<file path="config.mk">
export PLATFORM = sky130hd
export DESIGN_NAME = sdmf_top
export DESIGN_NICKNAME = d
export VERILOG_FILES = /design/src/design/sdmf_pkg.sv /design/src/design/sdmf_ckmon.sv /design/src/design/sdmf_sinc.sv /design/src/design/sdmf_top.sv
export SDC_FILE = /design/constraint.sdc
export NUM_CORES = 2
export LEC_CHECK = 0
export ABC_AREA = 1
export ABC_CLOCK_PERIOD_IN_PS = 7100
export BUFFER_PORTS_ARGS = -buffer_cell sky130_fd_sc_hd__buf_2
export CAP_MARGIN = 20
export CORE_ASPECT_RATIO = 0.9
export CORE_MARGIN = 2
export CORE_UTILIZATION = 35
export CTS_BUF_LIST = sky130_fd_sc_hd__clkbuf_8
export DETAILED_ROUTE_END_ITERATION = 10
export SYNTH_ARGS = -nofsm -noshare
export SYNTH_HDL_FRONTEND = slang
export SYNTH_SLANG_ARGS = --single-unit
export TNS_END_PERCENT = 20
</file>
<file path="constraint.sdc">
create_clock -name sys_clk -period 7.1 [get_ports sys_clk]
set_clock_uncertainty 0.05 [all_clocks]
set_input_delay 0.71 -clock sys_clk [delete_from_list [all_inputs] [get_ports sys_clk]]
set_output_delay 0.71 -clock sys_clk [all_outputs]
set_load 0.02 [all_outputs]
</file>
<file path="src/design/sdmf_pkg.sv">
// Package: constants and carriers of the sigma-delta monitor filter
package sdmf_pkg;

    // ==========================================================
    // Register offsets (byte addresses)
    localparam logic [7:0] SDMF_OFS_CTRL   = 8'h00;
    localparam logic [7:0] SDMF_OFS_HLT    = 8'h04;
    localparam logic [7:0] SDMF_OFS_LLT    = 8'h08;
    localparam logic [7:0] SDMF_OFS_ZCT    = 8'h0C;
    localparam logic [7:0] SDMF_OFS_STAT   = 8'h10;
    localparam logic [7:0] SDMF_OFS_MASK   = 8'h14;
    localparam logic [7:0] SDMF_OFS_PDATA  = 8'h18;
    localparam logic [7:0] SDMF_OFS_CDATA  = 8'h1C;

    // ==========================================================
    // Control field positions
    localparam int SDMF_CTRL_EN       = 0;
    localparam int SDMF_CTRL_CORD_LSB = 1;
    localparam int SDMF_CTRL_CORD_W   = 2;
    localparam int SDMF_CTRL_COSR_LSB = 4;
    localparam int SDMF_CTRL_COSR_W   = 5;
    localparam int SDMF_CTRL_PSH_LSB  = 9;
    localparam int SDMF_CTRL_PSH_W    = 5;

    // Status bit positions
    localparam int SDMF_ST_HIGH = 0;
    localparam int SDMF_ST_LOW  = 1;
    localparam int SDMF_ST_ZC   = 2;
    localparam int SDMF_ST_CKF  = 3;
    localparam int SDMF_ST_PRDY = 4;
    localparam int SDMF_ST_W    = 5;

    // ==========================================================
    // Reset values
    localparam logic [31:0] SDMF_CTRL_RST = 32'h0000_0000;
    localparam logic [15:0] SDMF_HLT_RST  = 16'h7FFF;
    localparam logic [15:0] SDMF_LLT_RST  = 16'h8000;
    localparam logic [15:0] SDMF_ZCT_RST  = 16'h0000;

    // ==========================================================
    // Timing: modulator clock absence limit in system clock cycles
    localparam int SDMF_CKF_CYCLES = 256;
    // Primary filter: sinc3, oversampling ratio
    localparam int SDMF_PRI_OSR    = 32;
    localparam int SDMF_ACC_W      = 32;

    // Modulator sample carrier
    typedef struct packed {
        logic valid;
        logic bit_val;
    } sdmf_smp_t;

    // Comparator threshold carrier
    typedef struct packed {
        logic signed [15:0] high;
        logic signed [15:0] low;
        logic signed [15:0] zero;
    } sdmf_thr_t;

endpackage

</file>
<file path="src/design/sdmf_ckmon.sv">
// Modulator clock synchroniser, edge finder and absence detector
`timescale 1ns/100ps
module sdmf_ckmon #(
    parameter int LIMIT = sdmf_pkg::SDMF_CKF_CYCLES
) (
    input wire logic sys_clk,
    input wire logic srst,
    input wire logic mod_clk,
    input wire logic mod_data,
    output sdmf_pkg::sdmf_smp_t smp,
    output logic clk_fail
);
    import sdmf_pkg::*;

    logic [2:0] ck_sync_r;
    logic [2:0] ck_sync_nxt;
    logic [2:0] dt_sync_r;
    logic [2:0] dt_sync_nxt;
    logic ck_lvl_r;
    logic ck_lvl_nxt;
    logic [8:0] gap_r;
    logic [8:0] gap_nxt;
    logic fail_r;
    logic fail_nxt;
    sdmf_smp_t smp_r;
    sdmf_smp_t smp_nxt;
    logic ck_edge;

    // Edge seen once second and third stages agree on a new level
    always_comb begin
        ck_sync_nxt = {ck_sync_r[1:0], mod_clk};
        dt_sync_nxt = {dt_sync_r[1:0], mod_data};
        ck_lvl_nxt = ck_lvl_r;
        ck_edge = 1'b0;
        if (ck_sync_r[1] == ck_sync_r[2] && ck_sync_r[2] != ck_lvl_r) begin
            ck_lvl_nxt = ck_sync_r[2];
            ck_edge = 1'b1;
        end
        smp_nxt.valid = ck_edge && ck_sync_r[2];   // Sample on rising edge
        smp_nxt.bit_val = dt_sync_r[2];
        // Count gap, restart at any edge
        gap_nxt = gap_r;
        fail_nxt = fail_r;
        if (ck_edge) begin
            gap_nxt = 9'h000;
            fail_nxt = 1'b0;
        end else if (gap_r != 9'(LIMIT)) begin
            gap_nxt = gap_r + 9'h001;
        end
        if (!ck_edge && gap_r == 9'(LIMIT - 1)) begin
            fail_nxt = 1'b1;
        end
    end

    // State registers
    always_ff @(posedge sys_clk) begin
        if (srst) begin
            ck_sync_r <= 3'h0;
            dt_sync_r <= 3'h0;
            ck_lvl_r <= 1'b0;
            gap_r <= 9'h000;
            fail_r <= 1'b0;
            smp_r <= '0;
        end else begin
            ck_sync_r <= ck_sync_nxt;
            dt_sync_r <= dt_sync_nxt;
            ck_lvl_r <= ck_lvl_nxt;
            gap_r <= gap_nxt;
            fail_r <= fail_nxt;
            smp_r <= smp_nxt;
        end
    end

    assign smp = smp_r;
    assign clk_fail = fail_r;
endmodule

</file>
<file path="src/design/sdmf_sinc.sv">
// Sinc filter of selectable order and decimation ratio
`timescale 1ns/100ps
module sdmf_sinc #(
    parameter int ACC_W = 32
) (
    input wire logic sys_clk,
    input wire logic srst,
    input wire logic enable,
    input wire sdmf_pkg::sdmf_smp_t smp,
    input wire logic [1:0] order,
    input wire logic [8:0] osr_m1,
    output logic [ACC_W-1:0] result,
    output logic result_vld
);
    import sdmf_pkg::*;

    logic [ACC_W-1:0] integ_r [3];
    logic [ACC_W-1:0] integ_nxt [3];
    logic [ACC_W-1:0] comb_r [3];
    logic [ACC_W-1:0] comb_nxt [3];
    logic [ACC_W-1:0] dly_r [3];
    logic [ACC_W-1:0] dly_nxt [3];
    logic [8:0] cnt_r;
    logic [8:0] cnt_nxt;
    logic [ACC_W-1:0] result_r;
    logic [ACC_W-1:0] result_nxt;
    logic vld_r;
    logic vld_nxt;
    logic [ACC_W-1:0] din;
    logic [ACC_W-1:0] cin;

    // Integrators at sample rate, combs at decimated rate
    always_comb begin
        din = {{(ACC_W-1){1'b0}}, smp.bit_val};
        cin = '0;
        cnt_nxt = cnt_r;
        result_nxt = result_r;
        vld_nxt = 1'b0;
        for (int i = 0; i < 3; i++) begin
            integ_nxt[i] = integ_r[i];
            comb_nxt[i] = comb_r[i];
            dly_nxt[i] = dly_r[i];
        end
        if (enable && smp.valid) begin
            integ_nxt[0] = integ_r[0] + din;
            integ_nxt[1] = integ_r[1] + integ_r[0];
            integ_nxt[2] = integ_r[2] + integ_r[1];
            if (cnt_r == osr_m1) begin
                cnt_nxt = '0;
                cin = integ_r[(order > 2'h2) ? 2'h2 : order];   // Code 3 runs as sinc3
                for (int i = 0; i < 3; i++) begin
                    if (i <= int'(order)) begin
                        comb_nxt[i] = cin - dly_r[i];
                        dly_nxt[i] = cin;
                        cin = comb_nxt[i];
                    end
                end
                result_nxt = cin;
                vld_nxt = 1'b1;
            end else begin
                cnt_nxt = cnt_r + 9'h001;
            end
        end
        if (!enable) begin
            for (int i = 0; i < 3; i++) begin
                integ_nxt[i] = '0;
                comb_nxt[i] = '0;
                dly_nxt[i] = '0;
            end
            cnt_nxt = '0;
        end
    end

    // State registers
    always_ff @(posedge sys_clk) begin
        if (srst) begin
            for (int i = 0; i < 3; i++) begin
                integ_r[i] <= '0;
                comb_r[i] <= '0;
                dly_r[i] <= '0;
            end
            cnt_r <= 9'h000;
            result_r <= '0;
            vld_r <= 1'b0;
        end else begin
            integ_r <= integ_nxt;
            comb_r <= comb_nxt;
            dly_r <= dly_nxt;
            cnt_r <= cnt_nxt;
            result_r <= result_nxt;
            vld_r <= vld_nxt;
        end
    end

    assign result = result_r;
    assign result_vld = vld_r;
endmodule

</file>
<file path="src/design/sdmf_top.sv">
// Top of the sigma-delta monitor filter: registers, filters, comparator
`timescale 1ns/100ps

// Operation
// Comparator sinc filter result is checked against high, low and zero thresholds.
// Result above high or below low raises the comparator interrupt.
// Modulator clock absent 256 system cycles declares failure and interrupts.
// High limit at minimum and low at maximum always asserts interrupt.
// Primary decimation filter gives a deterministic result for a known bitstream.
// Absence counter restarts on every observed modulator clock edge.
module sdmf_top #(
    parameter int ACC_W = sdmf_pkg::SDMF_ACC_W,
    parameter int PRI_OSR = sdmf_pkg::SDMF_PRI_OSR
) (
    input wire logic sys_clk,
    input wire logic srst,
    input wire logic mod_clk,
    input wire logic mod_data,
    input wire logic [7:0] addr,
    input wire logic [31:0] wdata,
    input wire logic wr,
    input wire logic rd,
    output logic [31:0] rdata,
    output logic irq
);
    import sdmf_pkg::*;

    // ==========================================================
    // Declarations
    logic [31:0] ctrl_r;
    logic [31:0] ctrl_nxt;
    sdmf_thr_t thr_r;
    sdmf_thr_t thr_nxt;
    logic [SDMF_ST_W-1:0] stat_r;
    logic [SDMF_ST_W-1:0] stat_nxt;
    logic [SDMF_ST_W-1:0] mask_r;
    logic [SDMF_ST_W-1:0] mask_nxt;
    logic [31:0] pdata_r;
    logic [31:0] pdata_nxt;
    logic signed [15:0] cdata_r;
    logic signed [15:0] cdata_nxt;
    logic above_r;
    logic above_nxt;
    logic [31:0] rdata_r;
    logic [31:0] rdata_nxt;
    logic irq_r;
    logic irq_nxt;
    logic [SDMF_ST_W-1:0] ev;
    sdmf_smp_t smp;
    logic clk_fail;
    logic clk_fail_d_r;
    logic clk_fail_d_nxt;
    logic [ACC_W-1:0] pri_res;
    logic pri_vld;
    logic [ACC_W-1:0] cmp_res;
    logic cmp_vld;
    logic signed [15:0] cmp_val;
    logic enable;
    logic hi_hit;
    logic lo_hit;
    logic zc_hit;
    logic now_above;

    assign enable = ctrl_r[SDMF_CTRL_EN];

    // ==========================================================
    // Pin front end and clock-fail detector
    sdmf_ckmon #(
        .LIMIT(SDMF_CKF_CYCLES)
    ) u_ckmon (
        .sys_clk(sys_clk),
        .srst(srst),
        .mod_clk(mod_clk),
        .mod_data(mod_data),
        .smp(smp),
        .clk_fail(clk_fail)
    );

    // ==========================================================
    // Primary filter: fixed sinc3, fixed ratio, deterministic output
    sdmf_sinc #(
        .ACC_W(ACC_W)
    ) u_pri (
        .sys_clk(sys_clk),
        .srst(srst),
        .enable(enable),
        .smp(smp),
        .order(2'h2),
        .osr_m1(9'(PRI_OSR - 1)),
        .result(pri_res),
        .result_vld(pri_vld)
    );

    // Comparator filter: order and ratio from the control register
    sdmf_sinc #(
        .ACC_W(ACC_W)
    ) u_cmp (
        .sys_clk(sys_clk),
        .srst(srst),
        .enable(enable),
        .smp(smp),
        .order(ctrl_r[SDMF_CTRL_CORD_LSB +: SDMF_CTRL_CORD_W]),
        .osr_m1({4'h0, ctrl_r[SDMF_CTRL_COSR_LSB +: SDMF_CTRL_COSR_W]}),
        .result(cmp_res),
        .result_vld(cmp_vld)
    );

    // ==========================================================
    // Comparator: low 16 bits of the result against thresholds, signed compare
    always_comb begin
        cmp_val = cmp_res[15:0];
        hi_hit = 1'b0;
        lo_hit = 1'b0;
        zc_hit = 1'b0;
        now_above = above_r;
        cdata_nxt = cdata_r;
        above_nxt = above_r;
        if (cmp_vld) begin
            cdata_nxt = cmp_val;
            hi_hit = cmp_val > thr_r.high;
            lo_hit = cmp_val < thr_r.low;
            now_above = cmp_val >= thr_r.zero;
            zc_hit = now_above != above_r;
            above_nxt = now_above;
        end
    end

    // Primary result holding register; scaled by a right shift
    always_comb begin
        pdata_nxt = pdata_r;
        if (pri_vld) begin
            pdata_nxt = 32'(pri_res >> ctrl_r[SDMF_CTRL_PSH_LSB +: SDMF_CTRL_PSH_W]);
        end
    end

    // ==========================================================
    // Events into sticky status; set beats write-one-to-clear
    always_comb begin
        ev = '0;
        ev[SDMF_ST_HIGH] = hi_hit;
        ev[SDMF_ST_LOW] = lo_hit;
        ev[SDMF_ST_ZC] = zc_hit;
        ev[SDMF_ST_CKF] = clk_fail && !clk_fail_d_r;
        ev[SDMF_ST_PRDY] = pri_vld;
        stat_nxt = stat_r;
        if (wr && addr == SDMF_OFS_STAT) begin
            stat_nxt = stat_r & ~wdata[SDMF_ST_W-1:0];
        end
        stat_nxt = stat_nxt | ev;
        clk_fail_d_nxt = clk_fail;
        irq_nxt = |(stat_nxt & mask_r);
    end

    // ==========================================================
    // Register writes
    always_comb begin
        ctrl_nxt = ctrl_r;
        thr_nxt = thr_r;
        mask_nxt = mask_r;
        if (wr) begin
            unique case (addr)
                SDMF_OFS_CTRL: ctrl_nxt = wdata;
                SDMF_OFS_HLT: thr_nxt.high = wdata[15:0];
                SDMF_OFS_LLT: thr_nxt.low = wdata[15:0];
                SDMF_OFS_ZCT: thr_nxt.zero = wdata[15:0];
                SDMF_OFS_MASK: mask_nxt = wdata[SDMF_ST_W-1:0];
                default: ;
            endcase
        end
    end

    // Register reads; data stand in the cycle after the strobe only
    always_comb begin
        rdata_nxt = 32'h0000_0000;
        if (rd) begin
            unique case (addr)
                SDMF_OFS_CTRL: rdata_nxt = ctrl_r;
                SDMF_OFS_HLT: rdata_nxt = {16'h0000, thr_r.high};
                SDMF_OFS_LLT: rdata_nxt = {16'h0000, thr_r.low};
                SDMF_OFS_ZCT: rdata_nxt = {16'h0000, thr_r.zero};
                SDMF_OFS_STAT: rdata_nxt = {27'h0, stat_r};
                SDMF_OFS_MASK: rdata_nxt = {27'h0, mask_r};
                SDMF_OFS_PDATA: rdata_nxt = pdata_r;
                SDMF_OFS_CDATA: rdata_nxt = {{16{cdata_r[15]}}, cdata_r};
                default: rdata_nxt = 32'h0000_0000;
            endcase
        end
    end

    // ==========================================================
    // Settings registers: control, thresholds and mask
    always_ff @(posedge sys_clk) begin
        if (srst) begin
            ctrl_r <= SDMF_CTRL_RST;
            thr_r.high <= SDMF_HLT_RST;
            thr_r.low <= SDMF_LLT_RST;
            thr_r.zero <= SDMF_ZCT_RST;
            mask_r <= '0;
        end else begin
            ctrl_r <= ctrl_nxt;
            thr_r <= thr_nxt;
            mask_r <= mask_nxt;
        end
    end

    // Comparator result and the side of the zero level it was on
    always_ff @(posedge sys_clk) begin
        if (srst) begin
            cdata_r <= 16'h0000;
            above_r <= 1'b0;
        end else begin
            cdata_r <= cdata_nxt;
            above_r <= above_nxt;
        end
    end

    // Primary result holding register
    always_ff @(posedge sys_clk) begin
        if (srst) begin
            pdata_r <= 32'h0000_0000;
        end else begin
            pdata_r <= pdata_nxt;
        end
    end

    // Sticky status, interrupt line and clock-fail onset delay
    always_ff @(posedge sys_clk) begin
        if (srst) begin
            stat_r <= '0;
            irq_r <= 1'b0;
            clk_fail_d_r <= 1'b0;
        end else begin
            stat_r <= stat_nxt;
            irq_r <= irq_nxt;
            clk_fail_d_r <= clk_fail_d_nxt;
        end
    end

    // Read data register; falls back to zero one cycle after a read
    always_ff @(posedge sys_clk) begin
        if (srst) begin
            rdata_r <= 32'h0000_0000;
        end else begin
            rdata_r <= rdata_nxt;
        end
    end

    assign rdata = rdata_r;
    assign irq = irq_r;
endmodule

</file>
Yosys cells after proc, flatten, opt, wreduce, memory -nomap -nowiden
Cells that the tools add are included.

Logic and storage cells: 132. Output and inout bits: 33. Register bits after elaboration: 596. Input port bits: 46.

Equality and inequality tests: 14. Shifts and indexed selects: 1. Reduce and logical (&&, ||, !) cells: 24. Mux-type cells: 26. Bitwise operators: 8. Add/sub/neg operators: 15. Order comparisons: 7.

Operators with widths (number): case mux 32 bit (8 select lines) (1); adder 32 bit (4); two-way mux 16 bit (8); two-way mux 32 bit (4); subtractor 32 bit (3); adder 32 x 1 -> 32 bit (2); binary-select mux 32 bit (select 2 bit) (1); subtractor 16 bit (3); equality test 8 x 5 -> 1 bit (second input constant) (4); right shift 32 x 5 -> 32 bit (1); adder 9 x 1 -> 9 bit (second input constant) (3); two-way mux 9 bit (2); equality test 8 x 4 -> 1 bit (second input constant) (2); >= comparator 16 bit (1); greater-than comparator 16 bit (1); < comparator 16 bit (1); AND reduction 2 bit (7); AND 5 bit (2); equality test 9 x 5 -> 1 bit (1); equality test 9 x 5 -> 1 bit (second input constant) (1); equality test 9 x 8 -> 1 bit (second input constant) (1); != test 9 bit (second input constant) (1); equality test 8 x 3 -> 1 bit (second input constant) (1); logical NOT 8 bit (1); 19 further kinds (39).

Depth between registers and ports, before layout
Depth in word-level cells: 15. Gate-level depth with buffers: 36. Mapped depth without buffers: 36.

By module
From an unflattened synthesis, not the netlist that was laid out.

Cells, all modules: 7879. Area, all modules: 49458.7 sq um.

Modules (own cells, without submodules): sdmf_sinc (u_cmp) (cells each 3187, area each 19591.3 sq um, times used 1, sequential area each 4684.5 sq um); sdmf_sinc (u_pri) (cells each 3195, area each 19581.3 sq um, times used 1, sequential area each 4684.5 sq um); sdmf_top (cells each 1380, area each 9405.3 sq um, times used 1, sequential area each 3463.3 sq um); sdmf_ckmon (cells each 117, area each 880.8 sq um, times used 1, sequential area each 380.4 sq um).

Least setup slack after synthesis
No wires, ideal clock.

Path kind: reg2reg. Start point: reg ctrl_r[2]. End point: reg u_cmp.result_r[15], in the netlist u_cmp.result[15]. Slack: 2.042 ns. Path buffers: 2. Required time: 6.928 ns. Arrival: 4.886 ns. Cell stages (with the launch flop): 33. Clock period less this slack: 5.058 ns. Setup time: 0.122 ns. Path through: dfxtp_1 buf_2 inv_1 clkbuf_1 nor2_1 a211oi_1 ha_1 a21oi_1 nand2_1 a21oi_1 o21ai_1 a21oi_1 o21ai_0 xor2_1 inv_1 ha_1 nand2_1 a21oi_1 a211oi_1 o211ai_1 or2_2 nand3_1 nand2_1 ha_1 nand2_1 inv_1 a21oi_1 nand3_1 a21oi_1 o21ai_0 nand3b_1 nand2_1 a21oi_1.

Longest elaborated chain between the ends: 15. Elaborated cells between the ends (all ways): 17. Those cells by class: 3 x add/sub; 3 x order compare; 10 x mux; 1 x bitwise.

RTL lines: from (decl) (line sdmf_top.sv:30) `logic [31:0] ctrl_r;`; from (signal assigned) (line sdmf_top.sv:200) `ctrl_r <= ctrl_nxt;`; greater-than comparator 2 bit (line sdmf_sinc.sv:50) `cin = integ_r[(order > 2'h2) ? 2'h2 : order];`; two-way mux 2 bit (line sdmf_sinc.sv:50); inverter 2 -> 3 bit (line sdmf_sinc.sv:50); binary-select mux 32 bit (select 2 bit) (line sdmf_sinc.sv:50); two-way mux 16 bit (2 in a row) (line sdmf_sinc.sv:50); subtractor 16 bit (line sdmf_sinc.sv:53) `comb_nxt[i] = cin - dly_r[i];`; two-way mux 16 bit (line sdmf_sinc.sv:48) `if (cnt_r == osr_m1) begin`; two-way mux 16 bit (line sdmf_sinc.sv:44) `if (enable && smp.valid) begin`; subtractor 16 bit (line sdmf_sinc.sv:53); two-way mux 16 bit (line sdmf_sinc.sv:52) `if (i <= int'(order)) begin`; two-way mux 16 bit (line sdmf_sinc.sv:48); two-way mux 16 bit (line sdmf_sinc.sv:44); subtractor 16 bit (line sdmf_sinc.sv:53); two-way mux 16 bit (*) (line sdmf_sinc.sv:52); to (signal assigned) (line sdmf_sinc.sv:90) `result_r <= result_nxt;`; to (decl) (line sdmf_sinc.sv:25) `logic [ACC_W-1:0] result_r;`.

Every way passes the cells marked *; elsewhere a longest branch is shown, timed or not. The select of a mux whose other input is x is not followed. A chain may end at the register's enable or synchronous reset.

Final worst setup path
Ends and elaborated chain as after synthesis.

==> results.cfg <==
[run_status]
outcome = complete, no violations

[synthesis]
syn_nets = 5486
yosysUniqueCellTypes = 66
synth_edf_count = 0
ys_ff_latch = 548
yosysWarnings = 0
synth_cells = 5144
seq_area_frac_synth_pct = 31.2
async_flop_share_pct = 0
synth_area_um2 = 35200
avgSynthCellArea_um2 = 6.84
synth_flop_cell = dfxtp_1

[critical_path]
cp_max_fo = 13
cp_slowest_stage_delay_ps = 710
worstSetupPathType = register to register
cp-end-kind = register
slowest_stage = dfxtp_1
critPathMostFrequentCell = a21oi_1
start_kind = register
arrival_ps = 6820
cp.required_ps = 7620

[sta]
grt_setup_unrepaired = no
clock.fmax_ghz = 0.159
slew_viol_final = 0
post-route-min-period_ps = 6300
hold_viol_final = 0
tightest_slew_ps = 1050
hold_slack_ps = 138
slew_headroom_pct = 29.9
fin_crit_sh_pct = 88.7
fin_tns_setup_ps = 0
finalSetupViolCount = 0
fin_ws_ps = 799

[clock_tree]
cts_root_buf = clkbuf_8
cts_buffer_depth = 3
post_cts_buffers = 0
cts_buffers = 98
cts.reportedPaths.clkPinSlew_ps = 60
clock-sinks = 548
cts_tree = done
cts.hold.buffers_added = 0
clkLatencyLatePin_ps = 730
cts_resized = 0
h-tree-depth = 3

[global_routing]
first_global_vias = 31734
grt_use_total_pct = 20.0
gr-total-overflow = 0
grt_max_degree = 88
grt_pass1_wl_mm = 170
antenna_found_initial = 1

[place]
dp_worst_setup_slack_ps = 931
place.port_buffers = 78
dp_hpwl_mm = 78.4
gp_congestion = 0.900

[power_and_ir_drop]
powerDensity_nw_per_um2 = 161
p_int_uw = 4710
swShare_pct = 24.6
clock_power_share_pct = 47.8
power.leakage_uw = 0.0184
pwr-share-comb_pct = 2.9
seqPwrFrac_pct = 49.4
ir_drop_v = 0.000133
p_sw_uw = 1530

[cells_and_area]
final_cell_mix = nand2_1, inv_1, dfxtp_1, o21ai_0, a21oi_1
post_route_cells_drive_above_1_share_pct = 5.74
final_common_cell = nand2_1
nNetsFinal = 5530
syn_to_final_growth_pct = 10.4
post-route-util_pct = 38.9

[job]
cap_violations = 0

[floorplanning]
ios = 79
coreArea_um2 = 99900
dieWidth_um = 338
rows = 110
initial_utilization_pct = 35.2
die-height_um = 305
die_area_um2 = 103000

[route]
viasPerCell = 5.06
routed_wl_mm = 105
num_vias = 33452
firstDrtPassIters = 6
ant_nets = 0
first_iter_violations = 2249
drc = 0
routedWlPerCell_um = 15.9

[hold_path]
holdCritPathClass = primary input to register
[cell families (layout without fill, tap and decap cells)]
| family | after synthesis | count (layout) | share of synthesized area (%) |
|---|---|---|---|
| fa+ha+maj | 296 | 296 | 10.7 |
| compound gates | 1381 | 1381 | 21.8 |
| flops | 548 | 548 | 31.2 |
| xor+xnor | 177 | 177 | 4.40 |
| other cells | 0 | 4 | 0 |
| buf+inv | 992 | 1110 | 10.7 |
| simple gates | 1732 | 1732 | 20.7 |
| mux | 18 | 18 | 0.512 |
[cells in the mapped netlist (4+ instances only)]
| master | instances | area [µm²] |
|---|---|---|
| nand2_1 | 849 | 3190 |
| inv_1 | 814 | 3060 |
| dfxtp_1 | 548 | 11000 |
| o21ai_0 | 525 | 2630 |
| a21oi_1 | 515 | 2580 |
| nor2_1 | 466 | 1750 |
| ha_1 | 286 | 3580 |
| nand3_1 | 220 | 1100 |
| clkbuf_1 | 128 | 480 |
| xor2_1 | 126 | 1100 |
| nor3_1 | 74 | 370 |
| o22ai_1 | 74 | 463 |
| o211ai_1 | 52 | 390 |
| xnor2_1 | 51 | 447 |
| nand4_1 | 44 | 275 |
| a31oi_1 | 35 | 219 |
| a221oi_1 | 27 | 236 |
| a211oi_1 | 23 | 173 |
| a21o_1 | 23 | 173 |
| buf_2 | 22 | 110 |
| nor4_1 | 20 | 125 |
| mux2i_1 | 18 | 180 |
| a21boi_0 | 17 | 128 |
| o21bai_1 | 16 | 120 |
| o21ai_1 | 14 | 70.1 |
| buf_1 | 13 | 48.8 |
| o31ai_1 | 12 | 90.1 |
| clkinv_1 | 10 | 37.5 |
| fa_1 | 10 | 200 |
| o221ai_1 | 10 | 87.6 |
| nand3b_1 | 9 | 67.6 |
| nor3b_1 | 9 | 67.6 |
| o21a_1 | 9 | 67.6 |
| or2_2 | 9 | 56.3 |
| a31o_2 | 6 | 52.6 |
| a22oi_1 | 5 | 37.5 |
| a41oi_1 | 5 | 43.8 |
| and2_1 | 5 | 31.3 |
| nor2_2 | 5 | 31.3 |
| inv_2 | 4 | 15.0 |
[final timing paths]
check / startpoint / end / cells after the start / slack, ps
setup / recovery: ctrl_r[2]$_SDFFE_PP0P_ / u_cmp.result[15]$_SDFFE_PP0P_ / 30 / 800
hold / removal: mod_clk / u_ckmon.ck_sync_r[0]$_SDFF_PP0_ / 3 / 140
setup reg to reg: ctrl_r[2]$_SDFFE_PP0P_ / u_cmp.result[15]$_SDFFE_PP0P_ / 30 / 800
hold reg to reg: u_ckmon.dt_sync_r[0]$_SDFF_PP0_ / u_ckmon.dt_sync_r[1]$_SDFF_PP0_ / 2 / 350
[area by class of cell]
| cell class | instances | area [µm²] |
|---|---|---|
| diodes | 4 | 10.0 |
| clock buffers | 124 | 1710 |
| clock inverters | 50 | 248 |
| fillers | 10691 | 61100 |
| inverters | 828 | 3110 |
| multi-input cells | 3604 | 20500 |
| flip-flops and latches | 548 | 11000 |
| well taps | 1344 | 1680 |
| repair buffers | 108 | 618 |
[metal layers]
metal / share of wire (%) / up-vias / track usage [%]
li1: - / 17271 / -
met1: 50 / 15358 / 28.3
met2: 43 / 673 / 32.0
met3: 4.6 / 150 / 2.56
met4: 2.2 / 0 / 5.03
met5: 0 / - / 0
[critical path, delay by kind of cell (launching register included)]
family	cells	cell delay, ps
compound gates	12	2210
xor+xnor	1	270
fa+ha+maj	3	1080
buf+inv	4	600
flops	1	710
simple gates	10	1230
[metrics by stage]
step	std cells	area [µm²]	power, µW
global route	6609	38900	6500
finish	6610	38900	6240
global placement	6432	36900	3330
floorplan	5144	35200	3270
detailed placement	6432	36900	3330
CTS	6606	38900	6340
[sequential cells by signal (all words and copies together) (netlist names), 48 cells and up]
register,cells
u_pri.dly_r,96
u_pri.integ_r,96
thr_r,48
u_cmp.dly_r,48
u_cmp.integ_r,48
[power groups by stage]
stage | Sequential, µW | Combinational (µW) | Clock, µW
floorplan | 3150 | 117 | 0
global placement | 3150 | 177 | 0
detailed placement | 3150 | 177 | 0
CTS | 3080 | 178 | 3080
global route | 3080 | 201 | 3210
finish | 3080 | 178 | 2980
Note: power is estimated with default switching activity, not from simulation.
